File: config.mk
export PLATFORM = sky130hd
export DESIGN_NAME = lsc_regs
export DESIGN_NICKNAME = d
export VERILOG_FILES = /design/src/rtl/lsc_pkg.sv /design/src/rtl/lsc_regs.sv
export VERILOG_INCLUDE_DIRS = /design/src /design/src/rtl
export SDC_FILE = /design/constraint.sdc
export NUM_CORES = 1
export LEC_CHECK = 0
export BUFFER_PORTS_ARGS = -buffer_cell sky130_fd_sc_hd__buf_2
export CAP_MARGIN = 30
export CORE_UTILIZATION = 55
export CTS_CLUSTER_DIAMETER = 200
export DETAILED_ROUTE_END_ITERATION = 12
export PLACE_DENSITY = 0.72
export SYNTH_ARGS = -nofsm -noshare
export SYNTH_HDL_FRONTEND = slang
export SYNTH_SLANG_ARGS = --single-unit
File: constraint.sdc
create_clock -name clk_i -period 7.4 [get_ports clk_i]
set_input_delay 0.74 -clock clk_i [delete_from_list [all_inputs] [get_ports clk_i]]
set_output_delay 0.74 -clock clk_i [all_outputs]
set_load 0.02 [all_outputs]
File: src/rtl/lsc_regs_map.svh
// register offsets, field positions, reset values and timing figures
`ifndef LSC_REGS_MAP_SVH
`define LSC_REGS_MAP_SVH
`define LSC_OFF_ENABLE     5'h00
`define LSC_OFF_ITIME      5'h01
`define LSC_OFF_WAIT_TIME      5'h03
`define LSC_OFF_LOW_LO     5'h04
`define LSC_OFF_LOW_HI     5'h05
`define LSC_OFF_HIGH_LO    5'h06
`define LSC_OFF_HIGH_HI    5'h07
`define LSC_OFF_CONFIG     5'h0D
`define LSC_OFF_STATUS     5'h13
`define LSC_OFF_RES_LO     5'h14
`define LSC_OFF_RES_HI     5'h15
`define LSC_BIT_PON        0
`define LSC_BIT_AEN        1
`define LSC_BIT_WEN        3
`define LSC_BIT_IRQ_MASK   4
`define LSC_BIT_SAI        6
`define LSC_BIT_WAIT_LONG_BIT      1
`define LSC_ENABLE_WMASK   8'h5B
`define LSC_CONFIG_WMASK   8'h06
`define LSC_RST_ENABLE     8'h00
`define LSC_RST_TIME       8'hFF
`define LSC_RST_THRESH     8'h00
`define LSC_RST_CONFIG     8'h00
`define LSC_TYPE_AUTOINC   2'h1
`define LSC_TYPE_SPECIAL   2'h3
`define LSC_SF_IRQ_CLEAR   5'h06
`define LSC_STEP_NS        2730000
`define LSC_CLK_NS         10
`define LSC_MAX_STEP_CNT   11'h400
`define LSC_RESULT_MAX     16'hFFFF
`define LSC_LONG_FACTOR    4'hC
`endif

File: src/rtl/lsc_pkg.sv
// types shared by the light sensor control block
package lsc_pkg;
   typedef enum logic [1:0] {
      LSC_IDLE  = 2'b00,
      LSC_INTEG = 2'b01,
      LSC_WAIT  = 2'b11
   } lsc_state_t;

   typedef struct packed {
      logic       select;
      logic [1:0] xfer_type;
      logic [4:0] addr;
   } lsc_cmd_t;
endpackage

File: src/rtl/lsc_regs.sv
// control, timing and threshold registers with measurement sequencer
`timescale 1ns/10ps
`default_nettype none
`include "lsc_regs_map.svh"

//Function
//- power-on bit runs the internal timebase; clearing it stops everything
//- measurement enable bit starts the converter cycle; zero disables it
//- enable register at 0x00 gates power and interrupts; mask bit 4 permits them
//- integration lasts 256 minus register value steps of 2.73 ms
//- integration time register resets to 0xFF, one step
//- each step adds at most 1024 counts; result saturates at 65535
//- wait steps are 2.73 ms, twelve times longer with wait-long set
//- wait steps number 256 minus the wait register value
//- wait time register resets to 0xFF, one step
//- interrupt when channel zero result is below low or above high threshold
//- thresholds sit at 0x04..0x07 as low then high, lower byte first
//- comparison uses channel zero only
//- a command byte selects the register later data bytes access
//- wait-long bit lives in the configuration register beside gain
module lsc_regs
   import lsc_pkg::*;
#(
   parameter int STEP_CYC = `LSC_STEP_NS / `LSC_CLK_NS
) (
   input  wire logic        clk_i,
   input  wire logic        reset_n_i,
   input  wire logic        wr_stb_i,
   input  wire logic        wr_cmd_i,
   input  wire logic [7:0]  wr_data_i,
   input  wire logic        rd_stb_i,
   output logic      [7:0]  rd_data_o,
   input  wire logic [10:0] ch0_counts_i,
   output logic             osc_run_o,
   output logic             adc_en_o,
   output logic             irq_o
);

   lsc_state_t  state_r;
   lsc_cmd_t    cmd_r;
   logic [7:0]  enable_r, itime_r, wait_time_r, config_r;
   logic [15:0] low_thr_r, high_thr_r, result_r, acc_r;
   logic [18:0] div_r;
   logic [8:0]  steps_r;
   logic [3:0]  long_r;
   logic        irq_r, valid_r;
   logic        tick, end_cyc, out_range, irq_event, sleep_now, data_wr, sf_clear;
   logic [10:0] step_cnt;
   logic [16:0] acc_sum;
   logic [15:0] acc_nxt;

   function automatic logic [8:0] steps_of(input logic [7:0] v);
      steps_of = 9'h100 - {1'b0, v};
   endfunction

   // host side of the command/data protocol
   assign data_wr  = wr_stb_i && !wr_cmd_i;
   assign sf_clear = wr_stb_i && wr_cmd_i && wr_data_i[7] &&
                     wr_data_i[6:5] == `LSC_TYPE_SPECIAL &&
                     wr_data_i[4:0] == `LSC_SF_IRQ_CLEAR;

   always_ff @(posedge clk_i) begin
      if (!reset_n_i) begin
         cmd_r <= '0;
      end else if (wr_stb_i && wr_cmd_i && wr_data_i[7] &&
                   wr_data_i[6:5] != `LSC_TYPE_SPECIAL) begin
         cmd_r <= lsc_cmd_t'(wr_data_i);
      end else if ((data_wr || rd_stb_i) && cmd_r.xfer_type == `LSC_TYPE_AUTOINC) begin
         cmd_r.addr <= cmd_r.addr + 5'h01;
      end
   end

   always_ff @(posedge clk_i) begin
      if (!reset_n_i) begin
         enable_r   <= `LSC_RST_ENABLE;
         itime_r    <= `LSC_RST_TIME;
         wait_time_r    <= `LSC_RST_TIME;
         config_r   <= `LSC_RST_CONFIG;
         low_thr_r  <= {2{`LSC_RST_THRESH}};
         high_thr_r <= {2{`LSC_RST_THRESH}};
      end else if (data_wr) begin
         if (cmd_r.addr == `LSC_OFF_ENABLE) begin
            enable_r <= wr_data_i & `LSC_ENABLE_WMASK;
         end else if (cmd_r.addr == `LSC_OFF_ITIME) begin
            itime_r <= wr_data_i;
         end else if (cmd_r.addr == `LSC_OFF_WAIT_TIME) begin
            wait_time_r <= wr_data_i;
         end else if (cmd_r.addr == `LSC_OFF_LOW_LO) begin
            low_thr_r[7:0] <= wr_data_i;
         end else if (cmd_r.addr == `LSC_OFF_LOW_HI) begin
            low_thr_r[15:8] <= wr_data_i;
         end else if (cmd_r.addr == `LSC_OFF_HIGH_LO) begin
            high_thr_r[7:0] <= wr_data_i;
         end else if (cmd_r.addr == `LSC_OFF_HIGH_HI) begin
            high_thr_r[15:8] <= wr_data_i;
         end else if (cmd_r.addr == `LSC_OFF_CONFIG) begin
            config_r <= wr_data_i & `LSC_CONFIG_WMASK;
         end
      end else if (sleep_now) begin
         enable_r[`LSC_BIT_PON] <= 1'b0;
      end
   end

   always_ff @(posedge clk_i) begin
      if (!reset_n_i) begin
         rd_data_o <= 8'h00;
      end else if (rd_stb_i) begin
         if (cmd_r.addr == `LSC_OFF_ENABLE) begin
            rd_data_o <= enable_r;
         end else if (cmd_r.addr == `LSC_OFF_ITIME) begin
            rd_data_o <= itime_r;
         end else if (cmd_r.addr == `LSC_OFF_WAIT_TIME) begin
            rd_data_o <= wait_time_r;
         end else if (cmd_r.addr == `LSC_OFF_LOW_LO) begin
            rd_data_o <= low_thr_r[7:0];
         end else if (cmd_r.addr == `LSC_OFF_LOW_HI) begin
            rd_data_o <= low_thr_r[15:8];
         end else if (cmd_r.addr == `LSC_OFF_HIGH_LO) begin
            rd_data_o <= high_thr_r[7:0];
         end else if (cmd_r.addr == `LSC_OFF_HIGH_HI) begin
            rd_data_o <= high_thr_r[15:8];
         end else if (cmd_r.addr == `LSC_OFF_CONFIG) begin
            rd_data_o <= config_r;
         end else if (cmd_r.addr == `LSC_OFF_STATUS) begin
            rd_data_o <= {3'h0, irq_r, 3'h0, valid_r};
         end else if (cmd_r.addr == `LSC_OFF_RES_LO) begin
            rd_data_o <= result_r[7:0];
         end else if (cmd_r.addr == `LSC_OFF_RES_HI) begin
            rd_data_o <= result_r[15:8];
         end else begin
            rd_data_o <= 8'h00;
         end
      end
   end

   // timebase: one enable pulse per 2.73 ms step, only while powered
   always_ff @(posedge clk_i) begin
      if (!reset_n_i || !enable_r[`LSC_BIT_PON]) begin
         div_r <= '0;
      end else if (div_r == 19'(STEP_CYC - 1)) begin
         div_r <= '0;
      end else begin
         div_r <= div_r + 19'h00001;
      end
   end
   assign tick = enable_r[`LSC_BIT_PON] && div_r == 19'(STEP_CYC - 1);

   // per-step contribution clamps to the converter's full scale
   assign step_cnt = (ch0_counts_i > `LSC_MAX_STEP_CNT) ? `LSC_MAX_STEP_CNT
                                                        : ch0_counts_i;
   assign acc_sum  = {1'b0, acc_r} + {6'h00, step_cnt};
   assign acc_nxt  = acc_sum[16] ? `LSC_RESULT_MAX : acc_sum[15:0];
   assign end_cyc  = state_r == LSC_INTEG && tick &&
                     steps_r == steps_of(itime_r) - 9'h001;
   assign out_range = acc_nxt < low_thr_r || acc_nxt > high_thr_r;
   assign irq_event = end_cyc && out_range && enable_r[`LSC_BIT_IRQ_MASK];
   assign sleep_now = irq_event && enable_r[`LSC_BIT_SAI];

   always_ff @(posedge clk_i) begin
      if (!reset_n_i || !enable_r[`LSC_BIT_PON] || !enable_r[`LSC_BIT_AEN]) begin
         state_r <= LSC_IDLE;
         steps_r <= '0;
         long_r  <= '0;
         acc_r   <= '0;
      end else begin
         case (state_r)
            LSC_IDLE: begin
               state_r <= LSC_INTEG;
            end
            LSC_INTEG: begin
               if (end_cyc) begin
                  acc_r   <= '0;
                  steps_r <= '0;
                  if (sleep_now) begin
                     state_r <= LSC_IDLE;
                  end else if (enable_r[`LSC_BIT_WEN]) begin
                     state_r <= LSC_WAIT;
                  end
               end else if (tick) begin
                  acc_r   <= acc_nxt;
                  steps_r <= steps_r + 9'h001;
               end
            end
            LSC_WAIT: begin
               if (tick) begin
                  if (config_r[`LSC_BIT_WAIT_LONG_BIT] && long_r != `LSC_LONG_FACTOR - 4'h1) begin
                     long_r <= long_r + 4'h1;
                  end else if (steps_r == steps_of(wait_time_r) - 9'h001) begin
                     long_r  <= '0;
                     steps_r <= '0;
                     state_r <= LSC_INTEG;
                  end else begin
                     long_r  <= '0;
                     steps_r <= steps_r + 9'h001;
                  end
               end
            end
            default: state_r <= LSC_IDLE;
         endcase
      end
   end

   always_ff @(posedge clk_i) begin
      if (!reset_n_i) begin
         result_r <= '0;
         valid_r  <= 1'b0;
      end else if (end_cyc) begin
         result_r <= acc_nxt;
         valid_r  <= 1'b1;
      end
   end

   // set wins over the special-function clear
   always_ff @(posedge clk_i) begin
      if (!reset_n_i) begin
         irq_r <= 1'b0;
      end else if (irq_event) begin
         irq_r <= 1'b1;
      end else if (sf_clear) begin
         irq_r <= 1'b0;
      end
   end

   assign osc_run_o = enable_r[`LSC_BIT_PON];
   assign adc_en_o  = state_r == LSC_INTEG;
   assign irq_o     = irq_r;
endmodule
`default_nettype wire

# ---- Word-level counts from Yosys, hierarchy flattened
# Index checks and enable logic that the tools add are counted.
dict set report op_classes {
  add_sub_neg 9
  order_cmp 3
  n_eq_ne 27
  mux 36
  bitwise_logic 7
  n_reduce_logical 43
}
# op count
set op_table {}
lappend op_table {{2-to-1 mux 8 bit} 11}
lappend op_table {{2-to-1 mux 16 bit} 3}
lappend op_table {{2-to-1 mux 9 bit} 5}
lappend op_table {{== test 5 x 3 -> 1 bit, second input constant} 5}
lappend op_table {{adder 19 x 1 -> 19 bit, second input constant} 1}
lappend op_table {{== test 19 bit, second input constant} 1}
lappend op_table {{== test 9 bit} 2}
lappend op_table {{one-hot mux 9 bit (2 select lines)} 1}
lappend op_table {{subtractor 9 x 1 -> 9 bit, second input constant} 2}
lappend op_table {{subtractor 9 x 8 -> 9 bit, first input constant} 2}
lappend op_table {{adder 16 x 11 -> 17 bit} 1}
lappend op_table {{greater-than comparator 16 bit} 1}
lappend op_table {{less-than comparator 16 bit} 1}
lappend op_table {{== test 5 bit, second input constant} 3}
lappend op_table {{logical AND 1 bit} 14}
lappend op_table {{2-to-1 mux 2 bit} 6}
lappend op_table {{greater-than comparator 11 bit, second input constant} 1}
lappend op_table {{2-to-1 mux 11 bit} 1}
lappend op_table {{2-to-1 mux 5 bit} 2}
lappend op_table {{AND reduction 5 bit} 2}
lappend op_table {{nonzero test 2 bit} 5}
lappend op_table {{adder 9 x 1 -> 9 bit, second input constant} 1}
lappend op_table {{AND reduction 9 bit} 1}
lappend op_table {{inequality test 2 bit, second input constant} 4}
lappend op_table {{25 further kinds} 49}
dict set report totals {
  register_bits 138
  in_bits 24
  out_inout_bits 11
  elab_cells 145
}

# ---- Longest topological paths before layout
# Gate-level depths: netlist (run 1).
dict set report depth {
  word_depth 12
  ltp_mapped 20
  ltp_nobuf 20
}

# ---- Worst setup path before layout (run 1)
# Ideal clock, no wire load.
dict set report synth_timing {
  kind {input -> register}
  start {in ch0_counts_i[0]}
  end {reg state_r[0]}
  arrival_ns 4.578
  required_ns 7.270
  path_slack_ns 2.692
  stages 19
  cell_sequence {nor2b_1 -> ha_1 -> fa_1 -> a211oi_1 -> o21bai_1 -> o211ai_1 -> nand2_1 -> nand2_1 -> buf_2 -> nand2_1 -> ha_1 -> a21oi_1 -> a21boi_0 -> o31a_1 -> a2111oi_0 -> o22ai_1 -> a41oi_2 -> mux2i_1 -> o32ai_1}
}
dict set report synth_between {
  elab_chain_len 12
  elab_cells_between_ends 15
}
# item line
set synth_rtl {}
lappend synth_rtl {{from (decl)} lsc_regs.sv:33} ;# input wire logic [10:0] ch0_counts_i,
lappend synth_rtl {{greater-than comparator 11 bit (no line)} -}
lappend synth_rtl {{2-to-1 mux 11 bit *} lsc_regs.sv:149} ;# assign step_cnt = (ch0_counts_i > `LSC_MAX_STEP_CNT) ? `LSC_MAX_STEP_CNT
lappend synth_rtl {{adder 16 x 11 -> 17 bit *} lsc_regs.sv:151} ;# assign acc_sum = {1'b0, acc_r} + {6'h00, step_cnt};
lappend synth_rtl {{2-to-1 mux 16 bit *} lsc_regs.sv:152} ;# assign acc_nxt = acc_sum[16] ? `LSC_RESULT_MAX : acc_sum[15:0];
lappend synth_rtl {{net acc_nxt[6]} lsc_regs.sv:50} ;# logic [15:0] acc_nxt;
lappend synth_rtl {{less-than comparator 16 bit / greater-than comparator 16 bit (equally long branches)} lsc_regs.sv:155} ;# assign out_range = acc_nxt < low_thr_r || acc_nxt > high_thr_r;
lappend synth_rtl {{logical OR 1 bit *} lsc_regs.sv:155}
lappend synth_rtl {{logical AND 1 bit * (2 in a row)} lsc_regs.sv:156} ;# assign irq_event = end_cyc && out_range && enable_r[`LSC_BIT_IRQ_MASK];
lappend synth_rtl {{logical AND 1 bit *} lsc_regs.sv:157} ;# assign sleep_now = irq_event && enable_r[`LSC_BIT_SAI];
lappend synth_rtl {{2-to-1 mux 2 bit} lsc_regs.sv:174} ;# if (sleep_now) begin
lappend synth_rtl {{2-to-1 mux 2 bit} lsc_regs.sv:171} ;# if (end_cyc) begin
lappend synth_rtl {{one-hot mux 2 bit (3 select lines)} lsc_regs.sv:166} ;# case (state_r)
lappend synth_rtl {{to (signal assigned)} lsc_regs.sv:168} ;# state_r <= LSC_INTEG;
lappend synth_rtl {{to (signal assigned)} lsc_regs.sv:175} ;# state_r <= LSC_IDLE;
lappend synth_rtl {{to (signal assigned)} lsc_regs.sv:177} ;# state_r <= LSC_WAIT;
lappend synth_rtl {{to (decl)} lsc_regs.sv:39} ;# lsc_state_t state_r;
# The timed path passes the listed nets; every way through them passes the cells marked *. The select of a mux whose other input is x is not followed.
# A chain may end at the register's enable or synchronous reset.

# ---- Worst setup path after layout (run 1)
dict set report layout_timing {
  start {in ch0_counts_i[10]}
  end {reg state_r[0]}
}
# The elaborated chain is that of the path after synthesis.

==> results of run 1 <==
-- Yosys cell counts, types with 5 or more instances --
master	count	share of area, %
dfxtp_1	138	35
nand2_1	123	5.9
nor2_1	112	5.3
a21oi_1	65	4.1
nand3_1	61	3.9
ha_1	52	8.3
inv_1	42	2.0
xor2_1	39	4.3
clkbuf_1	37	1.8
mux2i_1	33	4.2
o21ai_0	31	2.0
nand4_1	23	1.8
a211oi_1	18	1.7
xnor2_1	15	1.7
a22oi_1	14	1.3
nor2b_1	14	1.1
nor3_1	14	0.89
buf_2	13	0.83
a31oi_1	10	0.79
and3_1	10	0.79
a21o_1	8	0.76
and2_1	7	0.56
nand2b_1	7	0.56
nand3b_1	6	0.57
a221oi_1	5	0.56
a32oi_1	5	0.56
nor4_1	5	0.40
-- layout by cell type (no fill, tap or decap), types with 5 or more instances in the layout --
cell	n
dfxtp_1	138
a21oi_1	65
nand2b_1	7
a221oi_1	5
a21o_1	8
nand4_1	23
and2_1	7
inv_1	42
clkbuf_16	17
nand3b_1	6
nor2b_1	14
a211oi_1	18
a31oi_1	10
nand3_1	61
nor2_1	112
a22oi_1	14
xnor2_1	15
o21ai_0	31
mux2i_1	33
xor2_1	39
nand2_1	123
a32oi_1	5
buf_2	34
nor3_1	14
and3_1	10
ha_1	52
-- sequential cells by signal, summed over array words and instances (netlist names) --
register / flops
itime_r: 8
wait_time_r: 8
cmd_r: 7
long_r: 4
rd_data_o: 8
low_thr_r: 16
steps_r: 9
high_thr_r: 16
div_r: 19
enable_r: 5
state_r: 2
irq_o: 1
acc_r: 16
result_r: 16
valid_r: 1
config_r: 2
-- worst max-delay path: cells and delay by family --
family                     cells  cell delay (ns)
AOI/OAI and AO/OA             11             2.75
adders and majority gates      3             1.07
and+or+nand+nor                3             0.77
muxes                          1             0.22
buffers and inverters          1             0.19
-- kinds of logic (layout without fill, tap and decap cells) --
family / Yosys count / after routing / share of synthesized area, %
muxes: 33 / 33 / 4.20
and+or+nand+nor: 414 / 414 / 25.4
buffers and inverters: 96 / 114 / 4.91
DFF: 138 / 138 / 35.1
AOI/OAI and AO/OA: 194 / 194 / 15.8
adders and majority gates: 53 / 53 / 8.52
xor gates and xnor gates: 54 / 54 / 6.01
-- cell type report --
cell class	instances	area (µm²)
clock inverters	9	113
repair buffers	39	220
multi-input cells	748	4730
well taps	180	225
flip-flops and latches	138	2760
clock buffers	23	478
fillers	1253	5250
inverters	43	161
-- path summary, 6_finish.rpt --
path / startpoint / end / slack, ns / cells after the start
min reg2reg: div_r[0]$_SDFF_PP0_ / div_r[0]$_SDFF_PP0_ / 0.44 / 1
min: div_r[0]$_SDFF_PP0_ / div_r[0]$_SDFF_PP0_ / 0.44 / 1
max reg2reg: acc_r[0]$_SDFFE_PP0P_ / state_r[0]$_SDFFE_PP0P_ / 2.20 / 17
max: ch0_counts_i[10] / state_r[0]$_SDFFE_PP0P_ / 1.93 / 19
-- stage by stage --
stage          power, mW  setup WS (ns)  std cells
6_report            1.72           1.93       1180
5_1_grt             1.77           1.49       1180
4_1_cts             1.73           2.01       1180
3_5_place_dp       0.889           1.58       1148
3_3_place_gp       0.887           1.80       1147
2_1_floorplan      0.852           2.69        982
-- metal layers --
| layer | GRT usage, % | part of all wire [%] | vias up | routed length [µm] |
|---|---|---|---|---|
| met4 | 13.0 | 2.8 | 0 | 587 |
| li1 | - | - | 3499 | - |
| met3 | 5.10 | 6.5 | 37 | 1370 |
| met1 | 38.6 | 44 | 3336 | 9190 |
| met2 | 47.8 | 47 | 233 | 9850 |
| met5 | 0 | 0 | - | 0 |
-- power by group through the flow --
stage	registers, mW	clock network, mW	logic [mW]
5_1_grt	0.758	0.884	0.130
6_report	0.757	0.842	0.119
4_1_cts	0.757	0.856	0.117
3_5_place_dp	0.773	0	0.116
2_1_floorplan	0.773	0	0.0792
3_3_place_gp	0.773	0	0.113
==> results by group, run 1 <==
Finish
  – Final antenna diode count: 0
  – Final instance area: 0.00869 mm²
  – Layout area overhead: 10.4%
  – Layout cells sized above 1: 8.30%
  – Final core occ: 62.4%
  – Nets: 1064

Synthesis
  – Post-synthesis register bit count: 138
  – Synth unique cells: 71
  – Syn_area_per_cell: 8.02 µm²
  – Ys Warns: 0
  – Fraction of registers with async set/reset: 0%
  – Post-synthesis instance area: 0.00787 mm²
  – Main synth FF type: dfxtp_1
  – Syn Inst Count: 982
  – Post-Syn Nets: 1059
  – Post-synth EDFFs: 0
  – Sequential share of the synthesized area: 35.1%

Floorplan
  – Top-Level Pins: 35
  – Die Y-Extent: 122 µm
  – Die Width: 122 µm
  – Core outline area: 0.0139 mm²
  – Initial Util: 56.5%
  – # rows: 43
  – Die area: 0.0148 mm²

Placement
  – GP Congestion: 0.935
  – Area of placed instances: 0.00810 mm²
  – Port buffer count: 34
  – HPWL Detailed: 15300 µm

CTS
  – Inserted Clock Buffers: 17
  – Worst-Skew Late Latency: 0.42 ns
  – CTS tree: yes
  – Clk slew on worst S/H paths: 0.06 ns
  – Clock tree buffer depth: 2
  – Clock root cell: clkbuf_16
  – Clk sink count: 138
  – Post-CTS sizing: 0
  – CTS H-tree lvls: 4
  – Post-CTS Setup Repair Bufs: 0
  – Hold-fix buffers at CTS: 0

Power
  – Max VDD drop: 0.159 mV
  – Clock Power Share: 49.0%
  – Int Power: 1.31 mW
  – Flop pwr share: 44.1%
  – Switching fraction of total power: 23.5%
  – Leak pwr: 3.38 nW
  – PD cells: 198 mW/mm²
  – Comb power frac: 6.9%
  – NetSw: 0.404 mW

STA
  – RSZ-0062 raised after global routing: no
  – Max Clock Skew: 0.0110 ns
  – Fin. max-slew vios: 0
  – Hold Slack: 0.444 ns
  – Final Cycle Share: 73.9%
  – Fin. Hold Viols: 0
  – Final setup fails: 0
  – Setup_tns: 0 ns
  – Period minus WS final: 5.47 ns
  – Slew @ Worst Pin: 0.977 ns
  – Slew HR: 34.0%
  – Highest clock rate: 183 MHz

GRT
  – Vias in the first global route: 6528
  – Initial antenna violation count: 0
  – Grt ovf: 0
  – Largest net degree at the start of global routing: 51
  – GRT Total Usage: 29.6%
  – First-pass GRT wire length: 33500 µm

Critical path
  – Crit Path Max Fanout: 17
  – Req. time, crit path: 7.67 ns
  – Data arrival, critical path: 5.74 ns
  – Worst path max stage delay: 0.46 ns
  – Crit path cell chain: buf_2, nor2b_1, ha_1, fa_1, a211oi_1, o21bai_1, o211ai_1, nand2_1, nand2_1, o21ai_0, ha_1, a21oi_1, a31oi_1, o31a_1, a2111oi_0, o22ai_1, a41oi_2, mux2i_1, o32ai_1
  – Slowest CP cell: nand2_1
  – CP endpoint kind: register
  – CP Launch Type: input pin
  – Kind of critical path: input pin to register

Drt
  – DR vias: 7105
  – Drt first pass iters: 6
  – # DRC: 0
  – Routed Antenna Nets: 0
  – Iteration-0 DRC Markers: 559
  – Vias per cell: 6.02
  – Drt wl/cell: 17.8 µm
  – Final WL: 21000 µm

Outcome
  – Run status: finished clean

Min path
  – Worst Hold Class: register to register

Flow run
  – Number of max-cap violations: 0
Power figures use the tool's default switching activity.
==> run 2: changes to the inputs <==
--- a/config.mk
+++ b/config.mk
@@ -11,7 +11,7 @@
 export CORE_UTILIZATION = 55
 export CTS_CLUSTER_DIAMETER = 200
 export DETAILED_ROUTE_END_ITERATION = 12
-export PLACE_DENSITY = 0.72
+export PLACE_DENSITY = 0.75
 export SYNTH_ARGS = -nofsm -noshare
 export SYNTH_HDL_FRONTEND = slang
 export SYNTH_SLANG_ARGS = --single-unit
==> constraint.sdc (replaced) <==
create_clock -name clk_i -period 4.8 [get_ports clk_i]
set_input_delay 0.48 -clock clk_i [delete_from_list [all_inputs] [get_ports clk_i]]
set_output_delay 0.48 -clock clk_i [all_outputs]
set_load 0.02 [all_outputs]
==> run 2 against run 1 <==
Net effect:
- global-route usage up 1.2 points
- core utilization up 1.5 points
- routed wire length up 3.0%
- non-clock buffer count up 24
- sequential share of layout area down 0.75 points
==> results by group, run 2 (same netlist as run 1, synthesis figures left out) <==
Floorplan
  – Top-Level Pins: 35
  – Initial Util: 56.5%
  – Core outline area: 0.0139 mm²
  – Die Y-Extent: 122 µm
  – Die area: 0.0148 mm²
  – # rows: 43
  – Die Width: 122 µm

Critical path
  – R2R depth: 17
  – Crit Path Max Fanout: 5
  – Req. time, crit path: 5.09 ns
  – Slowest CP cell: a2111oi_0
  – Kind of critical path: register to register
  – FF-to-FF Start: acc_r[0]$_SDFFE_PP0P_
  – Data arrival, critical path: 4.90 ns
  – CP endpoint kind: register
  – FF-to-FF setup slack: 0.19 ns
  – Crit path cell chain: ha_1, fa_1, a211oi_1, o21bai_1, o211ai_1, nand2_1, nand2_1, o21ai_0, ha_1, a21oi_1, a31oi_1, o31a_1, a2111oi_0, o22ai_2, a41oi_2, mux2i_1, o32ai_1
  – Worst path max stage delay: 0.58 ns
  – CP Launch Type: register
  – R2r endpoint: state_r[0]$_SDFFE_PP0P_

CTS
  – Clock root cell: clkbuf_16
  – Inserted Clock Buffers: 17
  – Clk sink count: 138
  – Clk slew on worst S/H paths: 0.06 ns
  – CTS H-tree lvls: 4
  – Post-CTS Setup Repair Bufs: 0
  – Clock tree buffer depth: 2
  – CTS tree: yes
  – Worst-Skew Late Latency: 0.43 ns

Drt
  – # DRC: 0
  – DR vias: 7149
  – Drt wl/cell: 18.0 µm
  – Vias per cell: 5.94
  – Routed Antenna Nets: 0
  – Final WL: 21600 µm
  – Drt first pass iters: 5
  – Iteration-0 DRC Markers: 638

Finish
  – Layout area overhead: 13.0%
  – Layout cells sized above 1: 10.8%
  – Most frequent cells in the layout: 138 x dfxtp_1, 123 x nand2_1, 112 x nor2_1
  – Reg with most FFs: div_r
  – Fin cells: 1204
  – Final antenna diode count: 0
  – Largest register FFs: 19
  – Nets: 1088
  – Number of fill cells: 1206
  – Most common cell after layout, fill and taps aside: dfxtp_1

STA
  – Final setup fails: 0
  – Highest clock rate: 217 MHz
  – Slew @ Worst Pin: 0.884 ns
  – Slew HR: 40.7%
  – Final Cycle Share: 96.0%
  – Fin. Hold Viols: 0
  – Fin. max-slew vios: 0
  – Max Clock Skew: 0.0104 ns
  – Period minus WS final: 4.61 ns

Outcome
  – Run status: finished clean

Power
  – Max VDD drop: 0.272 mV
  – Leak pwr: 3.52 nW
  – PD cells: 306 mW/mm²
  – Final Power: 2.73 mW

GRT
  – Vias in the first global route: 6556
  – Initial antenna violation count: 0
  – GRT Total Usage: 30.7%
  – Grt ovf: 0
  – Largest net degree at the start of global routing: 53
  – First-pass GRT wire length: 34400 µm

Min path
  – WHS Path Cells: 3
  – Worst Hold Class: input pin to register
  – Worst Hold Launch: wr_data_i[7]
  – Worst hold path endpoint: itime_r[7]$_SDFFE_PN1P_

Placement
  – # placed instances: 1172
  – GP Congestion: 0.950
  – Port buffer count: 34
  – HPWL Detailed: 15700 µm

Flow run
  – Number of max-cap violations: 0
==> run 2: cell type report <==
type,instances,area (µm²),area share [%]
sequential,138,2760,31.0
clock inverter,15,188,2.11
tap,180,225,2.53
clock buffer,17,425,4.78
timing repair buffer,63,400,4.50
inverter,43,161,1.81
multi-input combinational,748,4740,53.2
==> run 2: power by group <==
part | leakage, nW | internal (mW) | total (mW) | switching (mW)
Clock | 0.297 | 0.826 | 1.36 | 0.538
Sequential | 1.11 | 1.15 | 1.17 | 0.0123
Combinational | 2.11 | 0.0705 | 0.195 | 0.125
Total | 3.52 | 2.05 | 2.73 | 0.675
==> run 2: worst max path at each step <==
stage / startpoint / endpoint / cells after the start
after floorplan: ch0_counts_i[0] / state_r[0]$_SDFFE_PP0P_ / 19
after global placement: ch0_counts_i[0] / state_r[0]$_SDFFE_PP0P_ / 21
after detailed placement: ch0_counts_i[0] / state_r[0]$_SDFFE_PP0P_ / 19
after CTS: acc_r[0]$_SDFFE_PP0P_ / state_r[0]$_SDFFE_PP0P_ / 17
after global routing: acc_r[0]$_SDFFE_PP0P_ / state_r[0]$_SDFFE_PP0P_ / 18
final: acc_r[0]$_SDFFE_PP0P_ / state_r[0]$_SDFFE_PP0P_ / 17
==> run 2: critical path: cells and delay by family (launching register included) <==
family	cells	cell delay [ns]
compound gates	11	2.63
fa+ha+maj	3	0.99
flops	1	0.32
mux	1	0.23
simple gates	2	0.28
==> run 2: what timing repair did <==
item                       in CTS  in global routing
setup endpoints to repair       0                  2
gates resized for setup         0                  2
hold buffers                    0                  0
==> run 2: per-layer routing <==
layer / vias up / GRT usage [%] / wire length, µm
met5: - / 0 / 0
met4: 0 / 11.0 / 497
met3: 41 / 5.90 / 1400
met2: 239 / 50.4 / 10400
met1: 3330 / 40.2 / 9330
li1: 3539 / - / -
==> run 2: stage by stage <==
| stage | worst slack [ns] | hold WS, ns | setup TNS [ns] | utilization [%] | cell area [µm²] |
|---|---|---|---|---|---|
| 2_1_floorplan | 0.352 | 0.418 | 0 | - | 7870 |
| 3_3_place_gp | 0.154 | 0.429 | 0 | 59.3 | 8260 |
| 3_5_place_dp | 0.0369 | 0.450 | 0 | 59.4 | 8280 |
| 4_1_cts | 0.407 | 0.374 | 0 | 63.8 | 8890 |
| 5_1_grt | -0.0825 | 0.390 | -0.0825 | 63.9 | 8900 |
| 6_report | 0.191 | 0.383 | 0 | 63.9 | 8900 |
